<file path="src/hw/shift_delay_params.svh">
`ifndef SHIFT_DELAY_PARAMS_SVH
`define SHIFT_DELAY_PARAMS_SVH

`define SHIFT_DEPTH      64
`define SHIFT_ADDR_W     6
`define SHIFT_PTR_RESET  6'h00
`define SHIFT_PTR_STEP   6'h01
`define SHIFT_PTR_LAST   6'h3f
`define SHIFT_QUIET_MAX  2'h3
`define SHIFT_SETTLE     2'h2

`endif

</file>
<file path="src/hw/shift_delay_pkg.sv">
package shift_delay_pkg;

  typedef enum logic [2:0] {
    seq_idle  = 3'b000,
    seq_setup = 3'b001,
    seq_first  = 3'b010,
    seq_second = 3'b011,
    seq_third  = 3'b100
  } seq_state_e;

  typedef struct packed {
    logic first_phase_pulse;
    logic second_phase_pulse;
    logic third_phase_pulse;
    logic fourth_phase_pulse;
  } phase_pulses_s;

endpackage

</file>
<file path="src/hw/bit_ram.sv">
`timescale 1ns/1ps
`default_nettype none

module bit_ram #(
  parameter int DEPTH  = 64,
  parameter int ADDR_W = 6
) (
  input  wire logic              clock,
  input  wire logic [ADDR_W-1:0] address,
  input  wire logic              write_strobe,
  input  wire logic              write_data,
  output wire logic              read_data
);

  // power-up contents are defined so that early reads are never unknown
  logic cells [DEPTH] = '{default: 1'b0};

  // write on the clock, read combinationally like a small distributed ram
  always_ff @(posedge clock) begin
    if (write_strobe) begin
      cells[address] <= write_data;
    end
  end

  assign read_data = cells[address];

endmodule

`default_nettype wire

</file>
<file path="src/hw/ram_based_shift_register.sv">
`timescale 1ns/1ps
`default_nettype none
`include "shift_delay_params.svh"

// Function
// - 64-deep one-bit ram circular buffer
// - advance pointer, read oldest, write new
// - bit reappears exactly 64 shifts later
// - four glitch-free half-period phase pulses
// - enable at edge triggers, registers, increments
// - request ignored right after a trigger
// - read data captured starting second phase
// - one full period settling before capture
// - input data stable until write strobe
// - write strobe registered from setup decode
// - address and data held through second phase
// - ram controls made from internal registers
module ram_based_shift_register #(
  parameter int DEPTH  = `SHIFT_DEPTH,
  parameter int ADDR_W = `SHIFT_ADDR_W
) (
  input  wire logic                          clock,
  input  wire logic                          reset,
  input  wire logic                          shift_enable,
  input  wire logic                          serial_in,
  output logic                               serial_out,
  output logic                               shift_busy,
  output var shift_delay_pkg::phase_pulses_s phases
);

  // ----------------------------------------------------------------
  // state
  // ----------------------------------------------------------------
  shift_delay_pkg::seq_state_e state;
  logic [ADDR_W-1:0]           pointer;
  logic                        data_reg;
  logic                        ram_read;
  logic                        write_strobe;
  logic                        trigger;
  logic                        capture_edge;
  shift_delay_pkg::seq_state_e next_state;

  // clock runs at twice the shift rate; phases come from registers only
  // ----------------------------------------------------------------
  // trigger and sequencer
  // ----------------------------------------------------------------
  // trigger accepted on any edge except the one right after a trigger
  assign trigger = shift_enable && (state != shift_delay_pkg::seq_setup);

  // capture, strobe and busy share this one decode of the setup state
  assign capture_edge = (state == shift_delay_pkg::seq_setup) && !trigger;

  // sequence: trigger edge -> setup (one full period) -> capture edge
  always_comb begin
    next_state = state;
    if (trigger) begin
      next_state = shift_delay_pkg::seq_setup;
    end else begin
      case (state)
        shift_delay_pkg::seq_setup:  next_state = shift_delay_pkg::seq_second;
        shift_delay_pkg::seq_second: next_state = shift_delay_pkg::seq_idle;
        default:                     next_state = shift_delay_pkg::seq_idle;
      endcase
    end
  end

  always_ff @(posedge clock) begin
    if (reset) begin
      state <= shift_delay_pkg::seq_idle;
    end else begin
      state <= next_state;
    end
  end

  // four half-period pulses modelled as registered phase flags each full period
  always_ff @(posedge clock) begin
    if (reset) begin
      phases <= '0;
    end else begin
      phases.first_phase_pulse  <= trigger;
      phases.second_phase_pulse <= phases.first_phase_pulse && !trigger;
      phases.third_phase_pulse  <= phases.second_phase_pulse && !trigger;
      phases.fourth_phase_pulse <= phases.third_phase_pulse && !trigger;
    end
  end

  // ----------------------------------------------------------------
  // pointer and input register
  // ----------------------------------------------------------------
  always_ff @(posedge clock) begin
    if (reset) begin
      pointer <= `SHIFT_PTR_RESET;
    end else if (trigger) begin
      if (pointer == `SHIFT_PTR_LAST) begin
        pointer <= `SHIFT_PTR_RESET;
      end else begin
        pointer <= pointer + `SHIFT_PTR_STEP;
      end
    end
  end

  // input bit held until the next trigger, which can land on the edge that ends the strobe
  always_ff @(posedge clock) begin
    if (reset) begin
      data_reg <= 1'b0;
    end else if (trigger) begin
      data_reg <= serial_in;
    end
  end

  // ----------------------------------------------------------------
  // ram and capture
  // ----------------------------------------------------------------
  // strobe registers the setup decode, so it lines up with the second phase, never gated by pins
  always_ff @(posedge clock) begin
    if (reset) begin
      write_strobe <= 1'b0;
    end else begin
      write_strobe <= capture_edge;
    end
  end

  bit_ram #(
    .DEPTH  (DEPTH),
    .ADDR_W (ADDR_W)
  ) u_ram (
    .clock        (clock),
    .address      (pointer),
    .write_strobe (write_strobe),
    .write_data   (data_reg),
    .read_data    (ram_read)
  );

  // old bit captured on the edge that opens the second phase, before write
  always_ff @(posedge clock) begin
    if (reset) begin
      serial_out <= 1'b0;
    end else if (capture_edge) begin
      serial_out <= ram_read;
    end
  end

  always_ff @(posedge clock) begin
    if (reset) begin
      shift_busy <= 1'b0;
    end else begin
      shift_busy <= trigger || capture_edge;
    end
  end

  // ----------------------------------------------------------------
  // checks: helper state
  // ----------------------------------------------------------------
  logic [ADDR_W-1:0] ptr_at_setup;
  logic [1:0]        quiet_cycles;

  always_ff @(posedge clock) begin
    if (trigger) begin
      ptr_at_setup <= pointer + `SHIFT_PTR_STEP;
    end
  end

  // edges since the last accepted trigger, saturating
  always_ff @(posedge clock) begin
    if (reset || trigger) begin
      quiet_cycles <= 2'h0;
    end else if (quiet_cycles != `SHIFT_QUIET_MAX) begin
      quiet_cycles <= quiet_cycles + 2'h1;
    end
  end

  // ----------------------------------------------------------------
  // checks: sequencer and phases
  // ----------------------------------------------------------------
  no_double_a: assert property (@(posedge clock) disable iff (reset)
    trigger |=> !trigger)
    else $error("trigger accepted twice in a row");

  setup_follow_a: assert property (@(posedge clock) disable iff (reset)
    trigger |=> state == shift_delay_pkg::seq_setup)
    else $error("sequencer did not enter setup");

  state_legal_a: assert property (@(posedge clock) disable iff (reset)
    state == shift_delay_pkg::seq_idle || state == shift_delay_pkg::seq_setup
      || state == shift_delay_pkg::seq_second)
    else $error("sequencer in an unused state");

  idle_return_a: assert property (@(posedge clock) disable iff (reset)
    quiet_cycles >= `SHIFT_SETTLE |-> state == shift_delay_pkg::seq_idle)
    else $error("sequencer did not return to idle");

  phase_walk_a: assert property (@(posedge clock) disable iff (reset)
    phases.first_phase_pulse && !trigger |=> phases.second_phase_pulse)
    else $error("phase two did not follow phase one");

  phase_three_a: assert property (@(posedge clock) disable iff (reset)
    phases.second_phase_pulse && !trigger |=> phases.third_phase_pulse)
    else $error("phase three did not follow phase two");

  phase_four_a: assert property (@(posedge clock) disable iff (reset)
    phases.third_phase_pulse && !trigger |=> phases.fourth_phase_pulse)
    else $error("phase four did not follow phase three");

  phase_excl_a: assert property (@(posedge clock) disable iff (reset)
    $onehot0(phases))
    else $error("two phase pulses high at once");

  busy_start_a: assert property (@(posedge clock) disable iff (reset)
    trigger |=> shift_busy)
    else $error("busy not raised by trigger");

  busy_hold_a: assert property (@(posedge clock) disable iff (reset)
    trigger ##1 1'b1 |=> shift_busy)
    else $error("busy dropped in second cycle");

  reset_idle_a: assert property (@(posedge clock)
    reset |=> state == shift_delay_pkg::seq_idle && pointer == `SHIFT_PTR_RESET)
    else $error("reset did not clear sequencer");

  reset_quiet_a: assert property (@(posedge clock)
    reset |=> !write_strobe && !shift_busy && phases == '0)
    else $error("reset left a control high");

  // ----------------------------------------------------------------
  // checks: pointer and input register
  // ----------------------------------------------------------------
  ptr_step_a: assert property (@(posedge clock) disable iff (reset)
    trigger |=> pointer == ptr_at_setup)
    else $error("pointer did not advance by one");

  ptr_hold_a: assert property (@(posedge clock) disable iff (reset)
    !trigger |=> $stable(pointer))
    else $error("pointer moved without trigger");

  wrap_a: assert property (@(posedge clock) disable iff (reset)
    trigger && pointer == `SHIFT_PTR_LAST |=> pointer == `SHIFT_PTR_RESET)
    else $error("pointer did not wrap");

  data_take_a: assert property (@(posedge clock) disable iff (reset)
    trigger |=> data_reg == $past(serial_in))
    else $error("input bit not registered");

  data_keep_a: assert property (@(posedge clock) disable iff (reset)
    !trigger |=> $stable(data_reg))
    else $error("input register moved without trigger");

  // ----------------------------------------------------------------
  // checks: ram strobe and capture
  // ----------------------------------------------------------------
  data_hold_a: assert property (@(posedge clock) disable iff (reset)
    write_strobe |-> $stable(data_reg) && $stable(pointer))
    else $error("data or address moved at strobe");

  strobe_time_a: assert property (@(posedge clock) disable iff (reset)
    trigger ##1 !trigger |=> write_strobe)
    else $error("write strobe missing after trigger");

  strobe_single_a: assert property (@(posedge clock) disable iff (reset)
    write_strobe |=> !write_strobe)
    else $error("write strobe longer than one cycle");

  strobe_cause_a: assert property (@(posedge clock) disable iff (reset)
    write_strobe |-> $past(state) == shift_delay_pkg::seq_setup)
    else $error("strobe without sequencer");

  idle_quiet_a: assert property (@(posedge clock) disable iff (reset)
    state == shift_delay_pkg::seq_idle && !trigger |=> !write_strobe)
    else $error("strobe raised while idle");

  capture_a: assert property (@(posedge clock) disable iff (reset)
    trigger ##1 !trigger |=> serial_out == $past(ram_read))
    else $error("output not captured from ram");

  out_hold_a: assert property (@(posedge clock) disable iff (reset)
    !capture_edge |=> $stable(serial_out))
    else $error("output changed outside capture");

  // ----------------------------------------------------------------
  // main scenarios
  // ----------------------------------------------------------------
  shift_c: cover property (@(posedge clock) disable iff (reset)
    trigger ##1 !trigger ##1 write_strobe);

  b2b_c: cover property (@(posedge clock) disable iff (reset)
    trigger ##2 trigger);

  wrap_c: cover property (@(posedge clock) disable iff (reset)
    trigger && pointer == `SHIFT_PTR_LAST);

  idle_gap_c: cover property (@(posedge clock) disable iff (reset)
    quiet_cycles == `SHIFT_QUIET_MAX ##1 trigger);

  reset_mid_c: cover property (@(posedge clock)
    !reset ##1 reset);

endmodule

`default_nettype wire

</file>
<file path="config.mk">
export PLATFORM = sky130hd
export DESIGN_NAME = ram_based_shift_register
export DESIGN_NICKNAME = d
export VERILOG_FILES = /design/src/hw/shift_delay_pkg.sv /design/src/hw/bit_ram.sv /design/src/hw/ram_based_shift_register.sv
export VERILOG_INCLUDE_DIRS = /design/src /design/src/hw
export SDC_FILE = /design/constraint.sdc
export NUM_CORES = 1
export LEC_CHECK = 0
export BUFFER_PORTS_ARGS = -buffer_cell sky130_fd_sc_hd__buf_4
export CORE_ASPECT_RATIO = 1.2
export CORE_MARGIN = 4
export CORE_UTILIZATION = 45
export DETAILED_ROUTE_END_ITERATION = 8
export SLEW_MARGIN = 20
export SYNTH_ARGS = -nofsm -noshare
export SYNTH_HDL_FRONTEND = slang
export SYNTH_SLANG_ARGS = --single-unit
</file>
<file path="constraint.sdc">
create_clock -name clock -period 4.4 [get_ports clock]
set_input_delay 1.32 -clock clock [delete_from_list [all_inputs] [get_ports clock]]
set_output_delay 1.32 -clock clock [all_outputs]
set_load 0.005 [all_outputs]
</file>
### After elaboration in Yosys (flattened, before gate mapping)

Memories as Yosys holds them, arrays and structs flattened. A register that Yosys moved wholly into a read port is not among the register bits.
Index checks and enable logic that the tools add are counted.

* flip-flop bits (word level): 15
* RAM bits: 64
* input port bits: 4
* logic and storage cells: 28
* memories kept: 1

* add/sub/neg operators: 1
* equal/unequal tests: 3
* muxes and demuxes: 5
* reductions and logical operators: 8

Memory list
* u_ram.cells: words 64, width 1, read ports 1, clocked after Yosys merged registers in 1, write ports 1, line bit_ram.sv:16 `logic cells [DEPTH] = '{default: 1'b0};`

Operator list (count)
* $add 6x1->6 const B: 1
* $eq 6x6->1 const B: 1
* $mux 6: 1
* $logic_and 1x1->1: 5
* $mux 1: 3
* $eq 2x1->1 const B: 1
* $mux 2: 1
* $ne 2x1->1 const B: 1
* $reduce_or 2->1: 1
* $logic_not 1->1: 1
* $logic_or 1x1->1: 1

### Logic depth before layout (Yosys ltp)

* depth in word-level cells: 5
* mapped depth: 8
* mapped depth without buffers: 5

### By module

Synthesis repeated with hierarchy kept, for this count alone.

* cells, all modules: 284
* area, all modules: 3502.1 um^2

By module, submodules not included
* bit_ram: instances 1, cells each 222, area each 2934.1 um^2, sequential area each 1921.8 um^2
* ram_based_shift_register: instances 1, cells each 62, area each 568.0 um^2, sequential area each 300.3 um^2

### Worst setup path before layout

Ideal clock, no wire load.

* kind: in2reg
* from: input port shift_enable
* to: register pointer[5]
* library setup time: 0.138 ns
* arrival: 1.962 ns
* data required time: 4.262 ns
* setup slack: 2.300 ns
* stages: 5
* cells stage by stage: and2_1 > clkbuf_1 > nand3_1 > nor3b_1 > a211oi_1

* cells in the longest elaborated chain, start to end: 1

Ends and longest elaborated chain
* start, declared: line ram_based_shift_register.sv:24 `input wire logic shift_enable,`
* $logic_and 1x1->1: line ram_based_shift_register.sv:48 `assign trigger = shift_enable && (state != shift_delay_pkg::seq_setup);`
* end signal, assigned: line ram_based_shift_register.sv:92 `` pointer <= `SHIFT_PTR_RESET; ``
* end signal, assigned: line ram_based_shift_register.sv:95 `` pointer <= `SHIFT_PTR_RESET; ``
* end signal, assigned: line ram_based_shift_register.sv:97 `` pointer <= pointer + `SHIFT_PTR_STEP; ``
* end, declared: line ram_based_shift_register.sv:35 `logic [ADDR_W-1:0] pointer;`

Every way passes these cells.
A chain may end at the register's enable or synchronous reset.

==> run_results.csv <==
group,metric,value,unit
yosys,synth_ff_type,"edfxtp_1",
worst_setup_path,setup.worst_path.end_class,"flop",
min_path,min_delay_worst_endpoint,"phases[2]$_SDFF_PP0_",
min_path,hold_class,"reg2reg",
power_and_ir_drop,p_leak,1.21,nW
worst_setup_path,cp-start-kind,"flop",
sta,fin_crit_sh,50.7,%
yosys,avgSynthCellArea,12.0,µm²
sta,tightest_slew,651,ps
worst_setup_path,reg2reg_to,"serial_out$_SDFFE_PP0P_",
final_layout,top_register,"u_ram.cells",
yosys,ys_async_sr_fraction,0,%
clock_tree,cts_inserted_buffers,9,
flow_run,maxCapViolCount,0,
detailed_routing,via_count,2216,
worst_setup_path,rr_worst_depth,6,
final_layout,antenna_cells,0,
clock_tree,clockBufferDepth,2,
sta,hold_viol_final,0,
clock_tree,clkLatencyLatePin,350,ps
detailed_routing,totalWireLength,7.36,mm
clock_tree,cts_sinks,79,
detailed_routing,routed_via_density,5.62,
final_layout,fin_nets,302,
sta,worst_slack,2170,ps
clock_tree,post_cts_buffers,0,
final_layout,syn_to_final_growth,10.5,%
yosys,yosys_warnings,0,
clock_tree,cts_tree,"yes",
yosys,syn_nets,298,
detailed_routing,drt-pass1-iter-count,4,
detailed_routing,drt-wirelength-per-cell,18.7,µm
final_layout,layout-drive-gt1-share,15.6,%
yosys,ys_seq_area_share,63.4,%
floorplanning,num_io_pins,10,
yosys,synth_most_common_cell,"nor2_1",
floorplanning,die_y,105,µm
place,gp_congestion,0.801,
clock_tree,cts_resized,0,
sta,slew_viol_final,0,
floorplanning,die_area,9270,µm²
clock_tree,cts_root_buffer,"clkbuf_8",
worst_setup_path,crit_required,4630,ps
floorplanning,initial_core_util,46.0,%
sta,finalSetupViolCount,0,
yosys,synth_area,3500,µm²
sta,rsz0062_at_grt,"no",
sta,max_freq,448,MHz
detailed_routing,drc,0,
min_path,hold_path_startpoint,"phases[3]$_SDFF_PP0_",
clock_tree,holdBufCountCts,0,
place,io_buffers,9,
yosys,synth_commonest_cells,"nor2_1, edfxtp_1, nand2_1",
yosys,syn_inst,293,
yosys,yosys.area.top_type,"edfxtp_1",
floorplanning,die_w,88.5,µm
grt,grt_max_degree,66,
final_layout,reg.largest.list,"u_ram.cells x64, pointer x6, phases x4",
floorplanning,rows,35,
sta,fin_skew,4.15,ps
final_layout,largest_reg_flops,64,
yosys,synth_edf_count,64,
sta,slew_headroom,56.6,%
status,outcome,"complete, no violations",
clock_tree,htree_levels,3,
worst_setup_path,rr_startpoint,"pointer[2]$_SDFFE_PP0P_",
grt,track_usage,17.3,%
grt,grt_pass1_vias,2236,
worst_setup_path,ff2ff_setup_slack,2170,ps
floorplanning,coreArea,7620,µm²
grt,grt_remaining_overflow,0,
place,dp_hpwl,4.56,mm
power_and_ir_drop,power.density,411,nW/µm²
grt,grt_pass1_wl,12.0,mm
yosys,synthTopCellsByArea,"edfxtp_1, dfxtp_1, nor2_1",
worst_setup_path,arrival,2460,ps
power_and_ir_drop,ir_drop,0.322,mV
yosys,yosysUniqueCellTypes,45,
min_path,min_path_cells,1,
detailed_routing,postRouteAntennaNets,0,
grt,antenna_found_initial,0,
place,place_ws,1910,ps
clock_tree,path_clk_slew,80,ps
yosys,ys_seq_elements,79,
detailed_routing,drtIter0Drc,164,
worst_setup_path,critPathMaxFanout,17,
sta,tns,0,ps
yosys,synth_top_area_share,54.9,%
sta,period_needed,2230,ps
worst_setup_path,path_class,"reg2reg",
-- placed cells by master, fill, tap and decap left out, types with 7 or more instances in the layout --
cell type,n
nor2_1,77
edfxtp_1,64
a21oi_1,7
nand3_1,9
mux2_2,7
dfxtp_1,14
nor2b_1,7
buf_4,12
clkbuf_8,9
nand2_1,17
mux4_2,7
-- power by group --
group / total [W] / internal, W / leakage [nW] / switching, W
Sequential: 0.000826 / 0.000812 / 0.686 / 0.0000132
Combinational: 0.0000699 / 0.0000297 / 0.394 / 0.0000402
Clock: 0.000695 / 0.000433 / 0.126 / 0.000261
Total: 0.00159 / 0.00128 / 1.21 / 0.000315
-- logic make-up (layout without fill, tap and decap cells) --
kind of cell,Yosys count,count (layout),share of synthesized area (%)
AO/OA/AOI/OAI,34,34,7.14
XOR/XNOR,2,2,0.500
adder cells (fa/ha/maj),1,1,0.357
buffers and inverters,22,31,3.11
flip-flops,79,79,63.4
multiplexers,16,16,7.46
AND/OR/NAND/NOR,139,139,18.0
-- cell type report --
type / count / area, µm²
Fill cell: 701 / 3750
Sequential cell: 79 / 2220
Multi-Input combinational cell: 192 / 1170
Clock inverter: 6 / 133
Clock buffer: 10 / 128
Tap cell: 92 / 115
Timing Repair Buffer: 12 / 90.1
Inverter: 3 / 11.3
-- through the flow --
stage	instance area [µm²]	util (%)	cells	total power [W]	hold slack [ps]
final	3870	50.8	394	0.00159	461
after global routing	3870	50.8	394	0.00164	484
after CTS	3870	50.8	394	0.00160	466
after detailed placement	3610	47.4	378	0.000913	444
after global placement	3610	47.4	378	0.000912	440
after floorplan	3500	-	293	0.000892	455
-- how the worst max path moves through the flow --
stage	from	end	slack, ps	cells past startpoint
2_1_floorplan	shift_enable	pointer[5]$_SDFFE_PP0P_	2300	5
3_3_place_gp	pointer[0]$_SDFFE_PP0P_	serial_out$_SDFFE_PP0P_	1930	5
3_5_place_dp	pointer[0]$_SDFFE_PP0P_	serial_out$_SDFFE_PP0P_	1910	5
4_1_cts	pointer[0]$_SDFFE_PP0P_	serial_out$_SDFFE_PP0P_	1900	5
5_1_grt	pointer[2]$_SDFFE_PP0P_	serial_out$_SDFFE_PP0P_	2000	6
6_report	pointer[2]$_SDFFE_PP0P_	serial_out$_SDFFE_PP0P_	2170	6
-- worst max-delay path: stages (launching register included) --
cell	delay [ps]
dfxtp_1	720
buf_4	340
inv_1	190
a221o_1	310
a221o_1	350
o2111ai_2	100
a31oi_1	90
-- routing by layer --
| metal | track usage (%) | wire length [µm] | vias to the layer above | part of all wire, % |
|---|---|---|---|---|
| met5 | 0 | 0 | - | 0 |
| met4 | 5.51 | 82 | 0 | 1.1 |
| met3 | 3.55 | 390 | 7 | 5.3 |
| met2 | 27.1 | 3660 | 52 | 50 |
| met1 | 24.2 | 3230 | 1081 | 44 |
| li1 | - | - | 1076 | - |
(Power assumes the default switching activity.)
